File: config.mk
export PLATFORM = sky130hd
export DESIGN_NAME = ring_trip_detect
export DESIGN_NICKNAME = d
export VERILOG_FILES = /design/src/ring_trip_pkg.sv /design/src/ring_trip_detect.sv
export SDC_FILE = /design/constraint.sdc
export NUM_CORES = 1
export LEC_CHECK = 0
export BUFFER_PORTS_ARGS = -buffer_cell sky130_fd_sc_hd__buf_2
export CAP_MARGIN = 20
export CORE_MARGIN = 2
export CORE_UTILIZATION = 45
export CTS_CLUSTER_DIAMETER = 50
export DETAILED_ROUTE_END_ITERATION = 7
export PLACE_DENSITY = 0.64
export SYNTH_ARGS = -nofsm -noshare
export SYNTH_HDL_FRONTEND = slang
export SYNTH_SLANG_ARGS = --single-unit
File: constraint.sdc
create_clock -name aclk -period 5.55 [get_ports aclk]
set_input_delay 0.2775 -clock aclk [delete_from_list [all_inputs] [get_ports aclk]]
set_output_delay 0.2775 -clock aclk [all_outputs]
set_load 0.05 [all_outputs]
File: src/ring_trip_pkg.sv
// Constants, register map and carrier types for the ring trip block.
// Assumes one clock domain and an AXI4-Lite master with 32-bit data.
`default_nettype none
package ring_trip_pkg;
    // ------------------------------------------------------------
    // Register map (byte addresses)
    // ------------------------------------------------------------
    localparam logic [7:0] CTRL_ADDR     = 8'h00;
    localparam logic [7:0] PIN_ADDR      = 8'h04;
    localparam logic [7:0] THR_ADDR      = 8'h08;
    localparam logic [7:0] OFS_ADDR      = 8'h0c;
    localparam logic [7:0] STATUS_ADDR   = 8'h10;
    localparam logic [7:0] METER_LO_ADDR = 8'h14;
    localparam logic [7:0] METER_HI_ADDR = 8'h18;
    localparam int         NCHAN         = 4;
    // ------------------------------------------------------------
    // Codes and reset values
    // ------------------------------------------------------------
    localparam logic [3:0]  SRC_RING      = 4'hc;
    localparam logic [2:0]  LS_EXT_RING   = 3'h1;
    localparam logic [1:0]  RESP_OKAY     = 2'h0;
    localparam logic [1:0]  RESP_SLVERR   = 2'h2;
    localparam logic [31:0] CTRL_RESET    = 32'h0000_0030;
    // One threshold code is 10 uA
    localparam int          THR_LSB_UA    = 10;
    localparam int          THR_DEF_UA    = 7000;
    localparam int          THR_MAX_UA    = 20000;
    localparam logic [15:0] THR_BUILTIN   = 16'(THR_DEF_UA / THR_LSB_UA);
    localparam logic [15:0] THR_MAX       = 16'(THR_MAX_UA / THR_LSB_UA);
    localparam int          OFS_W         = 14;
    // ------------------------------------------------------------
    // Control register layout
    // ------------------------------------------------------------
    typedef struct packed {
        logic [19:0] pad;
        logic        sync_en;
        logic [2:0]  line_state_select;
        logic        ls_update;
        logic        active;
        logic        offset_comp_select;
        logic        thr_builtin;
        logic [3:0]  level_source_select;
    } ctrl_s;
endpackage : ring_trip_pkg
`default_nettype wire

File: src/ring_trip_detect.sv
// Ring trip detection for external ringing on four channels, with relay
// pin control and an AXI4-Lite register slave.
// Assumes DC path samples and meter results arrive on aclk; the
// zero-cross and relay pin inputs are asynchronous pins.
//
// Register access over AXI4-Lite and the register addresses were decided locally.
`default_nettype none
module ring_trip_detect
    import ring_trip_pkg::*;
(
    // Clock, reset, freeze
    input  wire logic               aclk,
    input  wire logic               aresetn,
    input  wire logic               ce,
    // AXI4-Lite write
    input  wire logic               awvalid,
    output logic                    awready,
    input  wire logic [7:0]         awaddr,
    input  wire logic               wvalid,
    output logic                    wready,
    input  wire logic [31:0]        wdata,
    input  wire logic [3:0]         wstrb,
    output logic                    bvalid,
    input  wire logic               bready,
    output logic [1:0]              bresp,
    // AXI4-Lite read
    input  wire logic               arvalid,
    output logic                    arready,
    input  wire logic [7:0]         araddr,
    output logic                    rvalid,
    input  wire logic               rready,
    output logic [31:0]             rdata,
    output logic [1:0]              rresp,
    // DC path samples
    input  wire logic               smp_valid,
    input  wire logic [1:0]         smp_chan,
    input  wire logic [15:0]        ring_current_input,
    input  wire logic [15:0]        loop_current_input,
    // Level meter result
    input  wire logic               meter_valid,
    input  wire logic [15:0]        meter_result,
    // Zero-cross and relay pins
    input  wire logic               zero_cross_input,
    input  wire logic [NCHAN-1:0]   relay_pin_in,
    output logic [NCHAN-1:0]        relay_pin_out,
    output logic [NCHAN-1:0]        relay_pin_oe,
    // Mode and hook status outputs
    output logic                    codec_active,
    output logic                    line_scan_en,
    output logic [2:0]              line_state,
    output logic [NCHAN-1:0]        hook_status_bits
);
    // ------------------------------------------------------------
    // Helpers
    // ------------------------------------------------------------
    function automatic logic [31:0] merge(input logic [31:0] old,
                                          input logic [31:0] nw,
                                          input logic [3:0]  strb);
        logic [31:0] r;
        r = old;
        for (int b = 0; b < 4; b++) begin
            if (strb[b]) begin
                r[8*b +: 8] = nw[8*b +: 8];
            end
        end
        return r;
    endfunction : merge

    function automatic logic mapped(input logic [7:0] a);
        return a == CTRL_ADDR || a == PIN_ADDR || a == THR_ADDR ||
               a == OFS_ADDR || a == STATUS_ADDR ||
               a == METER_LO_ADDR || a == METER_HI_ADDR;
    endfunction : mapped

    ctrl_s              ctrl_r;
    logic [31:0]        pin_r;
    logic [15:0]        thr_r;
    logic [OFS_W-1:0]   ofs_r;
    logic [15:0]        meter_r;
    logic               aw_got_r;
    logic               w_got_r;
    logic [7:0]         waddr_r;
    logic [31:0]        wdata_r;
    logic [3:0]         wstrb_r;
    logic [2:0]         zc_r;
    logic [NCHAN-1:0]   pin_s1_r;
    logic [NCHAN-1:0]   pin_s2_r;
    logic [NCHAN-1:0]   trip_r;
    logic               do_write;
    logic               zc_edge;
    logic [NCHAN-1:0]   pin_dir;
    logic [NCHAN-1:0]   pin_level;

    assign do_write  = ce && aw_got_r && w_got_r && !bvalid;
    assign pin_dir   = pin_r[NCHAN-1:0];
    assign pin_level = pin_r[2*NCHAN-1:NCHAN];

    // ------------------------------------------------------------
    // AXI4-Lite write channel
    // ------------------------------------------------------------
    always_ff @(posedge aclk) begin
        if (!aresetn) begin
            awready  <= 1'b0;
            wready   <= 1'b0;
            aw_got_r <= 1'b0;
            w_got_r  <= 1'b0;
            waddr_r  <= 8'h00;
            wdata_r  <= 32'h0000_0000;
            wstrb_r  <= 4'h0;
            bvalid   <= 1'b0;
            bresp    <= RESP_OKAY;
        end else if (ce) begin
            if (awvalid && awready) begin
                awready  <= 1'b0;
                aw_got_r <= 1'b1;
                waddr_r  <= awaddr;
            end else if (!aw_got_r && !bvalid) begin
                awready <= 1'b1;
            end
            if (wvalid && wready) begin
                wready  <= 1'b0;
                w_got_r <= 1'b1;
                wdata_r <= wdata;
                wstrb_r <= wstrb;
            end else if (!w_got_r && !bvalid) begin
                wready <= 1'b1;
            end
            if (do_write) begin
                aw_got_r <= 1'b0;
                w_got_r  <= 1'b0;
                bvalid   <= 1'b1;
                bresp    <= mapped(waddr_r) ? RESP_OKAY : RESP_SLVERR;
            end else if (bvalid && bready) begin
                bvalid <= 1'b0;
            end
        end
    end

    // ------------------------------------------------------------
    // Writable registers
    // ------------------------------------------------------------
    always_ff @(posedge aclk) begin
        if (!aresetn) begin
            ctrl_r <= ctrl_s'(CTRL_RESET);
            pin_r  <= 32'h0000_0000;
            thr_r  <= 16'h0000;
            ofs_r  <= '0;
        end else if (do_write) begin
            unique case (waddr_r)
                CTRL_ADDR: begin
                    // Reserved control bits are dropped so they read 0
                    ctrl_r <= ctrl_s'(merge(32'(ctrl_r), wdata_r, wstrb_r)
                                      & 32'h0000_0fff);
                end
                PIN_ADDR: begin
                    pin_r <= merge(pin_r, wdata_r, wstrb_r) & 32'h0000_00ff;
                end
                THR_ADDR: begin
                    thr_r <= 16'(merge({16'h0000, thr_r}, wdata_r,
                                       wstrb_r));
                end
                OFS_ADDR: begin
                    ofs_r <= OFS_W'(merge({18'h00000, ofs_r}, wdata_r,
                                          wstrb_r));
                end
                default: begin
                end
            endcase
        end
    end

    // ------------------------------------------------------------
    // AXI4-Lite read channel
    // ------------------------------------------------------------
    always_ff @(posedge aclk) begin
        if (!aresetn) begin
            arready <= 1'b0;
            rvalid  <= 1'b0;
            rdata   <= 32'h0000_0000;
            rresp   <= RESP_OKAY;
        end else if (ce) begin
            if (arvalid && arready) begin
                arready <= 1'b0;
                rvalid  <= 1'b1;
                rresp   <= mapped(araddr) ? RESP_OKAY : RESP_SLVERR;
                unique case (araddr)
                    CTRL_ADDR:     rdata <= 32'(ctrl_r);
                    PIN_ADDR:      rdata <= pin_r;
                    THR_ADDR:      rdata <= {16'h0000, thr_r};
                    OFS_ADDR:      rdata <= {18'h00000, ofs_r};
                    STATUS_ADDR:   rdata <= {20'h00000, pin_s2_r,
                                             relay_pin_out,
                                             hook_status_bits};
                    METER_LO_ADDR: rdata <= {24'h000000, meter_r[7:0]};
                    METER_HI_ADDR: rdata <= {24'h000000, meter_r[15:8]};
                    default:       rdata <= 32'h0000_0000;
                endcase
            end else if (rvalid && rready) begin
                rvalid <= 1'b0;
            end else if (!rvalid) begin
                arready <= 1'b1;
            end
        end
    end

    // ------------------------------------------------------------
    // Mode outputs and meter capture
    // ------------------------------------------------------------
    always_ff @(posedge aclk) begin
        if (!aresetn) begin
            codec_active <= 1'b0;
            line_scan_en <= 1'b0;
            line_state   <= 3'h0;
        end else if (ce) begin
            codec_active <= ctrl_r.active;
            line_scan_en <= ctrl_r.ls_update;
            if (ctrl_r.ls_update) begin
                line_state <= ctrl_r.line_state_select;
            end
        end
    end

    always_ff @(posedge aclk) begin
        if (!aresetn) begin
            meter_r <= 16'h0000;
        end else if (ce && meter_valid) begin
            meter_r <= meter_result;
        end
    end

    // ------------------------------------------------------------
    // DC path, compensation and threshold compare
    // ------------------------------------------------------------
    logic signed [15:0] path_sample;
    logic signed [16:0] comp;
    logic signed [16:0] sum;
    logic        [15:0] thr_eff;
    logic               over;

    assign path_sample = (ctrl_r.level_source_select == SRC_RING) ?
                         ring_current_input : loop_current_input;
    assign comp = ctrl_r.offset_comp_select ? 17'sh00000 :
                  17'(signed'(ofs_r));
    assign sum  = 17'(path_sample) + comp;
    // threshold source, limited to 20 mA
    assign thr_eff = ctrl_r.thr_builtin ? THR_BUILTIN :
                     (thr_r > THR_MAX) ? THR_MAX : thr_r;
    assign over = sum > signed'({1'b0, thr_eff});

    // Bits only follow samples in active mode, else they read on-hook
    always_ff @(posedge aclk) begin
        if (!aresetn) begin
            hook_status_bits <= '0;
        end else if (ce) begin
            if (!codec_active) begin
                hook_status_bits <= '0;
            end else if (smp_valid) begin
                hook_status_bits[smp_chan] <= over;
            end
        end
    end

    // ------------------------------------------------------------
    // Zero-cross and relay pin synchronisers
    // ------------------------------------------------------------
    always_ff @(posedge aclk) begin
        if (!aresetn) begin
            zc_r     <= 3'h0;
            pin_s1_r <= '0;
            pin_s2_r <= '0;
        end else if (ce) begin
            zc_r     <= {zc_r[1:0], zero_cross_input};
            pin_s1_r <= relay_pin_in;
            pin_s2_r <= pin_s1_r;
        end
    end

    // Either polarity counts
    assign zc_edge = zc_r[2] ^ zc_r[1];

    // ------------------------------------------------------------
    // Relay pins
    // ------------------------------------------------------------
    for (genvar i = 0; i < NCHAN; i++) begin : g_relay
        logic sync_mode;
        assign sync_mode = ctrl_r.sync_en && pin_dir[i];

        always_ff @(posedge aclk) begin
            if (!aresetn) begin
                trip_r[i] <= 1'b0;
            end else if (ce) begin
                if (sync_mode && hook_status_bits[i] && !relay_pin_out[i])
                begin
                    trip_r[i] <= 1'b1;
                end else if (!sync_mode || pin_level[i]) begin
                    trip_r[i] <= 1'b0;
                end
            end
        end

        always_ff @(posedge aclk) begin
            if (!aresetn) begin
                relay_pin_out[i] <= 1'b0;
                relay_pin_oe[i]  <= 1'b0;
            end else if (ce) begin
                relay_pin_oe[i] <= pin_dir[i];
                if (!pin_dir[i]) begin
                    relay_pin_out[i] <= 1'b0;
                end else if (!ctrl_r.sync_en) begin
                    relay_pin_out[i] <= pin_level[i];
                end else if (trip_r[i]) begin
                    relay_pin_out[i] <= 1'b1;
                end else if (zc_edge) begin
                    relay_pin_out[i] <= pin_level[i];
                end
            end
        end
    end
endmodule : ring_trip_detect
`default_nettype wire

======== After elaboration in Yosys (flattened, before gate mapping) ========
Index checks and enable logic that the tools add are counted.
word-level totals
  register bits ........................... 167
  output and inout bits ................... 58
operators by class
  add/sub/neg operators ................... 1
  bitwise gates (word level) .............. 1
  equality and inequality tests ........... 20
  reductions and logical operators ........ 91
  multiplexer cells ....................... 51
  magnitude comparators ................... 4
operators with widths
  cell                                                        number
  one-hot mux 16 bit (7 select lines)                         1
  equality test 8 x 5 -> 1 bit, second input constant         6
  2-to-1 mux 16 bit                                           3
  2-to-1 mux 1 bit                                            40
  AND reduction 2 bit                                         20
  equality test 8 x 4 -> 1 bit, second input constant         4
  logical AND 1 bit                                           24
  AND reduction 3 bit                                         8
  nonzero test 2 bit                                          10
  adder 16 x 17 -> 17 bit                                     1
  > comparator 17 bit                                         1
  2-to-1 mux 17 bit                                           1
  equality test 8 x 3 -> 1 bit, second input constant         2
  > comparator 16 x 11 -> 1 bit, second input constant        1
  logical NOT 8 bit                                           2
  logical OR 1 bit                                            16
  inequality test 4 x 2 -> 1 bit, second input constant       4
  logical NOT 1 bit                                           11
  2-to-1 mux 4 bit                                            2
  bitwise mux 4 bit                                           1
  equality test 4 bit, second input constant                  1
  2-to-1 mux 2 bit                                            2
  inequality test 2 bit, second input constant                2
  less-than comparator 2 x 3 -> 1 bit, second input constant  1
  4 further kinds                                             4

======== Logic depth before layout (Yosys ltp) ========
Gate-level depths: netlist of run 1.
  depth after elaboration ................. 8
  depth in mapped cells ................... 18
  mapped depth without buffers ............ 18

======== Worst setup path after synthesis of run 1 ========
OpenSTA, ideal clock, no wires.
  path kind ............................... reg-to-reg
  from .................................... reg ctrl_r[3] (netlist name)
  to ...................................... reg hook_status_bits[0]
  path buffers ............................ 1
  required time ........................... 5.420 ns
  data arrival time ....................... 4.372 ns
  slack ................................... 1.047 ns
  cell stages (with the launch flop) ...... 18
  path through ............................ dfxtp_1 > nand2_1 > nor3_1 > clkbuf_1 > mux2_2 > ha_1 > a21oi_1 > o21ai_0 > o41ai_1 > o21ai_0 > xnor2_1 > ha_1 > and3_1 > a221o_1 > a31oi_1 > o21ai_0 > o2111ai_1 > o22ai_1
between the ends
  cells in the longest elaborated chain, start to end .. 7
RTL lines
  what                            line                     text
  start: declaration              ring_trip_detect.sv:75   ctrl_s ctrl_r;
  start signal: assignment        ring_trip_detect.sv:144  ctrl_r <= ctrl_s'(CTRL_RESET);
  start signal: assignment        ring_trip_detect.sv:152  ctrl_r <= ctrl_s'(merge(32'(ctrl_r), wdata_r, wstrb_r)
  equality test 4 bit             ring_trip_detect.sv:240  assign path_sample = (ctrl_r.level_source_select == SRC_RING) ?
  2-to-1 mux 16 bit               ring_trip_detect.sv:240
  adder 16 x 17 -> 17 bit         ring_trip_detect.sv:244  assign sum = 17'(path_sample) + comp;
  > comparator 17 bit             ring_trip_detect.sv:248  assign over = sum > signed'({1'b0, thr_eff});
  bitwise mux 4 bit               ring_trip_detect.sv:258  hook_status_bits[smp_chan] <= over;
  2-to-1 mux 4 bit                ring_trip_detect.sv:257  end else if (smp_valid) begin
  2-to-1 mux 4 bit                ring_trip_detect.sv:255  if (!codec_active) begin
  end signal: indexed assignment  ring_trip_detect.sv:258
  end: declaration                ring_trip_detect.sv:51   output logic [NCHAN-1:0] hook_status_bits
Every way passes these cells. The select of a mux whose other input is x is not followed.
A chain may end at the register's enable or synchronous reset.

======== Worst setup path after layout of run 1 ========
  from .................................... reg ctrl_r[3] (netlist name)
  to ...................................... reg hook_status_bits[2]
The elaborated chain is that of the path after synthesis.

==> summary.txt, run 1 <==
Worst setup path
  • Largest stage delay on the critical path: 430 ps
  • Reg-to-Reg End: hook_status_bits[2]
  • Crit path capture type: register
  • Startpoint types: register
  • CP max stage cell: nor3_2
  • Most frequent CP cell: ha_1
  • Reg-to-Reg Start: ctrl_r[3]
  • CP max FO: 6
  • R2R depth: 18
  • CP cell instances: nand2_1, nor3_2, mux2_2, ha_1, fa_1, a211oi_1, o211ai_1, a41oi_1, o21ba_2, a21oi_1, xor2_1, ha_1, a21o_1, a221o_1, a31oi_1, o21ai_0, o2111ai_1, o22ai_1
  • Worst Path Arrival: 5010 ps
  • WP data required: 5830 ps
  • Critical Setup Path Class: reg -> reg
  • R2R setup slack: 810 ps
  • Origin of the worst setup path: ctrl_r[3]

Floorplanning
  • Die H: 134.8 um
  • Die area: 0.01817 mm2
  • Top Ports: 175
  • Starting Density: 46.26%
  • Die span in x: 134.8 um
  • Core Rows: 47
  • Core area: 0.01664 mm2

Timing
  • Hold Violations, Final: 0
  • Setup ws final: 813.7 ps
  • Period utilization: 85.34%
  • Final setup viols: 0
  • Final period demand of the worst path: 4736 ps
  • Final TNS setup: 0 ps
  • Hold slack: 96.27 ps
  • Max-slew violations: 0
  • Worst Clk Skew: 4.697 ps
  • Max-slew headroom: 38.70%
  • Max Fclk: 211.1 MHz
  • Measured slew at the worst slew-check pin: 917.6 ps
  • Unrepaired setup endpoints after global routing: no

Drt
  • Router iterations before antenna repair: 5
  • Post-route DRC: 0
  • Final ANT Viol Nets: 0
  • Drt wl/cell: 15.81 um
  • First DRT Iteration DRCs: 363
  • Post-Route WL: 20,220 um
  • Via/cell ratio: 5.332
  • DR vias: 6,820

Run status
  • Status: complete, no violations

CTS
  • Post-cts resize count: 0
  • TritonCTS clock tree: yes
  • Setup bufs post-CTS: 0
  • Hold bufs inserted after CTS: 0
  • Clock sinks: 149
  • Clk_lat worst skew: 420 ps
  • Num CTS Buffers: 17
  • Clk root buf: clkbuf_16
  • Clock-pin slew on the worst setup and hold paths: 60 ps
  • Clock Path Buffers: 2
  • H-Tree Depth: 4

Placement
  • Detailed placer's ending HPWL: 15,020 um
  • GP Congestion: 0.8292
  • Placed cell count: 1,246
  • Post-place setup slack: 860.4 ps
  • Port buffer count: 138
  • Placed Area: 0.008454 mm2

Layout
  • Final Util: 54.50%
  • Layout cells sized above 1: 20.04%
  • Fin nets: 1,196
  • Final instance area: 0.009070 mm2
  • Synth-to-layout area growth: 17.81%
  • Fillers: 1,597
  • Post-route insts no fill: 1,279

Synthesis
  • Top cells by area, synth: dfxtp_1 (39%), nand2_1 (8.7%), mux2i_1 (8.1%)
  • Mapped cell area: 0.007699 mm2
  • Synthesized area per cell: 8.296 um2
  • Post-synth top cells: nand2_1 (178), dfxtp_1 (149), a21oi_1 (99), nor2_1 (76), mux2i_1 (62)
  • Post-synth EDFFs: 0
  • Yosys Warn Count: 0
  • Flops & latches, synth: 149
  • Synth async-reset ratio: 0%
  • Yosys cell types: 65
  • Post-synthesis cell count: 928
  • Count leader, synth: nand2_1
  • Main synth FF type: dfxtp_1
  • Share of Yosys cell area claimed by the top area cell type: 38.75%
  • Seq/Total Area, Yosys: 38.75%
  • Synth area leader: dfxtp_1

Hold path
  • Hold WC Path Type: in -> reg
  • Hold depth: 3
  • Min-delay src: zero_cross_input
  • Worst hold path endpoint: zc_r[0]

GRT
  • Pin count of the biggest net entering global routing: 107
  • Number of antenna violations at the first check in global routing: 1
  • Number of global-route vias before repair: 6,222
  • Total track usage: 22.21%
  • First-pass GRT wire length: 31,630 um
  • GRT Residual Overflow: 0

Pwr
  • Pwr dens: 268.6 mW/mm2
  • P_leak: 3.881 nW
  • Maximum vdd ir drop: 0.0001972 V
  • Total power: 2.436 mW

Run
  • Max-Cap Viols: 0
## placed cells by master, fill, tap and decap left out, types with 3 or more instances in the layout
cell and count:
o21ai_1 19, nand2_1 178, buf_4 6, o21bai_1 4, nor3_1 14, a32oi_1 3
o22ai_1 7, a22o_1 5, and3_1 5, nor2_1 76, and2_1 10, clkbuf_8 8
nor3b_2 3, clkbuf_16 17, xnor2_1 9, a21oi_1 99, xor2_1 5, nand4_1 6
nand2b_1 5, dfxtp_1 149, inv_1 12, nand3_1 28, conb_1 23, a21o_1 7
mux2_2 17, a22oi_1 9, mux4_2 6, a211oi_1 4, clkbuf_1 4, nor2b_1 16
buf_2 138, ha_1 32, mux2i_1 62, o21ai_0 27, a221oi_1 5
## worst max-delay path by stage
stage,to,slack [ps],cells past startpoint
after detailed placement,hook_status_bits[2],860,18
after floorplan,hook_status_bits[0],1050,17
after CTS,hook_status_bits[2],850,18
after global placement,hook_status_bits[2],900,18
after global routing,hook_status_bits[0],520,17
final,hook_status_bits[2],810,18
## where the power goes
part / leakage [nW] / total [mW] / switching, mW / internal [mW]
Sequential: 1.21 / 1.10 / 0.0151 / 1.09
Combinational: 2.39 / 0.206 / 0.132 / 0.0746
Clock: 0.290 / 1.13 / 0.418 / 0.710
Total: 3.88 / 2.44 / 0.565 / 1.87
## layer usage
metal,up-vias,GRT usage [%],share of wire (%)
met5,-,0,0
met4,0,6.959,1.3
met3,20,4.505,6.0
met2,190,35.17,46
met1,3173,30.54,47
li1,3437,-,-
## sequential cells by signal, indices dropped and copies added, names as in the netlist, 2 cells and up
| signal | cells |
|---|---|
| ctrl_r | 12 |
| rdata | 16 |
| trip_r | 4 |
| relay_pin_oe | 4 |
| ofs_r | 14 |
| line_state | 3 |
| wstrb_r | 2 |
| thr_r | 16 |
| hook_status_bits | 4 |
| meter_r | 16 |
| pin_r | 8 |
| pin_s1_r | 4 |
| relay_pin_out | 4 |
| zc_r | 3 |
| waddr_r | 8 |
| pin_s2_r | 4 |
| wdata_r | 16 |
## final cells by class
cell class / instances / area [um2] / share of cell area [%]
diodes: 1 / 2.502 / 0.02759
clock buffers: 29 / 550.5 / 6.070
clock inverters: 2 / 35.03 / 0.3863
inverters: 14 / 53.80 / 0.5932
multi-input cells: 719 / 4407 / 48.59
flip-flops and latches: 149 / 2983 / 32.89
well taps: 220 / 275.3 / 3.035
repair buffers: 145 / 763.2 / 8.415
## critical path, delay by kind of cell (launching register included)
| kind | cells | cell delay [ps] |
|---|---|---|
| AND/OR/NAND/NOR | 2 | 510 |
| multiplexers | 1 | 410 |
| AO/OA/AOI/OAI | 11 | 2270 |
| adder cells (fa/ha/maj) | 3 | 900 |
| flip-flops | 1 | 350 |
| XOR/XNOR | 1 | 140 |
## cells by family (layout without fill, tap and decap cells)
group	count (synthesis)	in the layout	share of synthesized area (%)
AO/OA/AOI/OAI	204	204	15.50
AND/OR/NAND/NOR	360	360	21.19
other	2	24	0.09755
flip-flops	149	149	38.75
XOR/XNOR	14	14	1.593
buffers and inverters	81	190	5.103
multiplexers	85	85	12.30
adder cells (fa/ha/maj)	33	33	5.461
Power figures use the tool's default switching activity.
==> run 2: changes to the inputs <==
Settings changed: ABC_AREA set to 1, GPL_TIMING_DRIVEN set to 0, PLACE_DENSITY 0.64 to 0.65.
==> summary.txt, run 2 <==
Run status
  • Status: complete, no violations

Synthesis
  • Synth area leader: dfxtp_1
  • Largest family of logic cells by synthesized area: compound AO/OA/AOI/OAI gates
  • Post-synth EDFFs: 0 (unchanged)
  • Adder-Cell Fraction of Synth Area: 5.540% (+0.079 points)
  • Yosys cell types: 44 (-32%)
  • Top cells by area, synth: dfxtp_1 (39%), a21oi_1 (8.2%), o21ai_0 (7.7%)
  • Flops & latches, synth: 149 (unchanged)
  • Post-synthesis cell count: 1,042 (+12%)
  • Synthesized area per cell: 7.283 um2 (-12%)
  • Synth async-reset ratio: 0% (unchanged)
  • Mapped cell area: 0.007589 mm2 (-1.4%)
  • Share of Yosys cell area claimed by the top area cell type: 39.31% (+0.56 points)
  • Seq/Total Area, Yosys: 39.31% (+0.56 points)
  • Post-synth top cells: dfxtp_1 (149), nand2_1 (142), inv_1 (130), a21oi_1 (124), o21ai_0 (117)
  • Mux cell area share after synthesis: 2.374% (-9.9 points)
  • Synth Area in XOR/XNOR: 1.731% (+0.14 points)
  • Synth Area in Compound Gates: 22.49% (+7.0 points)
  • Yosys Warn Count: 0 (unchanged)
  • Count leader, synth: dfxtp_1
  • Post-Synth Simple-Gate Area: 17.92% (-3.3 points)
  • Main synth FF type: dfxtp_1

CTS
  • Clock Path Buffers: 2 (unchanged)
  • H-Tree Depth: 4 (unchanged)
  • Clock-pin slew on the worst setup and hold paths: 60 ps (about the same)
  • Clock sinks: 149 (unchanged)
  • Setup bufs post-CTS: 0 (unchanged)
  • Num CTS Buffers: 17 (unchanged)
  • Hold bufs inserted after CTS: 0 (unchanged)
  • Clk root buf: clkbuf_16
  • Clk_lat worst skew: 440 ps (+20 ps)
  • Post-cts resize count: 0 (unchanged)
  • TritonCTS clock tree: yes

Worst setup path
  • Crit path capture type: register
  • CP max FO: 7 (+1)
  • Startpoint types: register
  • CP max stage cell: mux2_2
  • Delay-heaviest family, CP: simple AND/OR/NAND/NOR gates
  • Largest stage delay on the critical path: 420 ps (about the same)
  • Critical Setup Path Class: reg -> reg
  • Worst Path Arrival: 4770 ps (-240 ps)
  • Worst Path Buf+Inv: 0 (unchanged)
  • CP cell instances: nand4_1, mux2_2, ha_1, a21oi_1, nand2_1, a21oi_1, o21ai_0, a21boi_0, o21ai_0, xor2_1, ha_1, nand2_1, nor4b_1, nand3_1, nand2_1, nor2_1, nand3_1, a21oi_1
  • WP data required: 5840 ps (about the same)

Layout
  • Synth-to-layout area growth: 22.19%
  • Fin nets: 1,369 (+14%)
  • Most common cell after layout, fill and taps aside: dfxtp_1
  • Number of diodes: 0 (-1)
  • Post-route insts no fill: 1,452 (+14%)
  • Multi-input gate area: 0.003885 mm2 (-12%)
  • Fillers: 1,686 (+5.6%)
  • Most frequent cells in the layout: dfxtp_1 (149), buf_2 (143), nand2_1 (142)
  • Sequential cell area: 0.002983 mm2 (unchanged)
  • Layout cells sized above 1: 18.34% (-1.7 points)

Timing
  • Worst Clk Skew: 8.731 ps (+4.034 ps)
  • Period utilization: 80.79% (-4.5 points)
  • Measured slew at the worst slew-check pin: 689.7 ps (-227.9 ps)
  • Final setup viols: 0 (unchanged)
  • Final TNS setup: 0 ps (unchanged)
  • Unrepaired setup endpoints after global routing: no
  • Final period demand of the worst path: 4484 ps (-252.3 ps)
  • Max-slew violations: 0 (unchanged)
  • Hold Violations, Final: 0 (unchanged)
  • Max-slew headroom: 54.02% (+15 points)
  • Max Fclk: 223.0 MHz (+5.6%)

GRT
  • Number of antenna violations at the first check in global routing: 0 (-1)
  • GRT Residual Overflow: 0 (unchanged)
  • Total track usage: 25.19% (+3.0 points)
  • Pin count of the biggest net entering global routing: 17 (-84%)
  • First-pass GRT wire length: 34,960 um (+11%)
  • Number of global-route vias before repair: 6,842 (+10%)

Placement
  • Port buffer count: 137 (-0.72%)
  • Detailed placer's ending HPWL: 17,850 um (+19%)
  • Placed cell count: 1,420 (+14%)
  • GP Congestion: 0.9269 (+12%)

Drt
  • Drt wl/cell: 15.67 um (-0.87%)
  • WL met2: 9744 um (+5.2%)
  • Router iterations before antenna repair: 5 (unchanged)
  • Post-Route WL: 22,760 um (+13%)
  • M1 WL: 10,920 um (+15%)
  • Final ANT Viol Nets: 0 (unchanged)
  • DR vias: 7,470 (+9.5%)
  • Top sig layer: met4
  • First DRT Iteration DRCs: 588 (+62%)
  • Via/cell ratio: 5.145 (-3.5%)
  • Post-route DRC: 0 (unchanged)
  • Met3 Wirelength: 1770 um (+45%)

Run
  • Max-Cap Viols: 0 (unchanged)

Floorplanning
  • Die span in x: 133.9 um (-0.69%)
  • Starting Density: 45.92% (-0.34 points)
  • Core area: 0.01652 mm2 (-0.71%)
  • Die H: 133.9 um (-0.69%)
  • Die area: 0.01792 mm2 (-1.4%)
  • Top Ports: 175 (unchanged)
  • Core Rows: 47 (unchanged)

Hold path
  • Hold WC Path Type: in -> reg

Pwr
  • Maximum vdd ir drop: 0.0002014 V (+2.1%)
  • P_leak: 4.021 nW (+3.6%)
  • Pwr dens: 283.7 mW/mm2 (+5.6%)
[run 2: changes by cell type in the layout (fill, tap and decap cells not counted), moves of 9 or more]
cell	previous run	this run
nor2_1	76	110
inv_1	12	130
a21oi_1	99	124
and2_1	10	1
clkbuf_1	4	33
o21ai_1	19	4
mux2i_1	62	0
nor2b_1	16	0
o22ai_1	7	17
buf_4	6	18
o21ai_0	27	117
nand2_1	178	142
a211oi_1	4	30
[run 2: tightest hold or removal path, delay by kind of cell]
family | cells | cell delay [ps]
simple gates | 2 | 110
buf+inv | 1 | 70
[run 2: final timing paths]
path | from | to | slack (ps) | cells past startpoint
hold reg to reg | waddr_r[1] | waddr_r[1] | 450 | 2
setup reg to reg | ctrl_r[2] | hook_status_bits[3] | 1070 | 18
hold / removal | zero_cross_input | zc_r[0] | 70 | 3
setup / recovery | ctrl_r[2] | hook_status_bits[3] | 1070 | 18
[run 2: layout make-up]
cell class | instances | share of cell area (%)
tap | 220 | 2.969
sequential | 149 | 32.17
clock inverter | 11 | 1.876
timing repair buffer | 137 | 7.394
clock buffer | 21 | 5.074
multi-input combinational | 721 | 41.90
inverter | 136 | 5.505
buffer | 57 | 3.117
[run 2: kinds of logic (layout without fill, tap and decap cells)]
family / Yosys count / count (layout)
simple gates: 321 / 321
compound gates: 313 / 313
buf+inv: 193 / 362
flops: 149 / 149
fa+ha+maj: 33 / 33
mux: 16 / 16
xor+xnor: 15 / 15
other cells: 2 / 23
[run 2: metal layers]
layer / vias up / global-route usage (%)
li1: 3821 / -
met1: 3344 / 35.44
met2: 275 / 39.06
met3: 30 / 5.404
met4: 0 / 7.033
met5: - / 0
[run 2: metrics by stage]
stage	util, %	cell area [um2]	power, mW	hold WS [ps]	setup WS (ps)
after global routing	56.11	9273	2.709	63.69	629.9
final	56.11	9273	2.631	69.84	1066
after detailed placement	52.21	8628	1.395	436.2	1101
after global placement	52.21	8628	1.392	432.5	1150
after CTS	56.11	9273	2.632	59.19	1081
after floorplan	-	7667	1.308	412.4	1973
[run 2: power by group]
group          total (mW)  leakage (nW)  internal, mW  switching [mW]
Combinational       0.259          2.50        0.0863           0.173
Sequential           1.12          1.21          1.10          0.0173
Clock                1.26         0.305         0.789           0.467
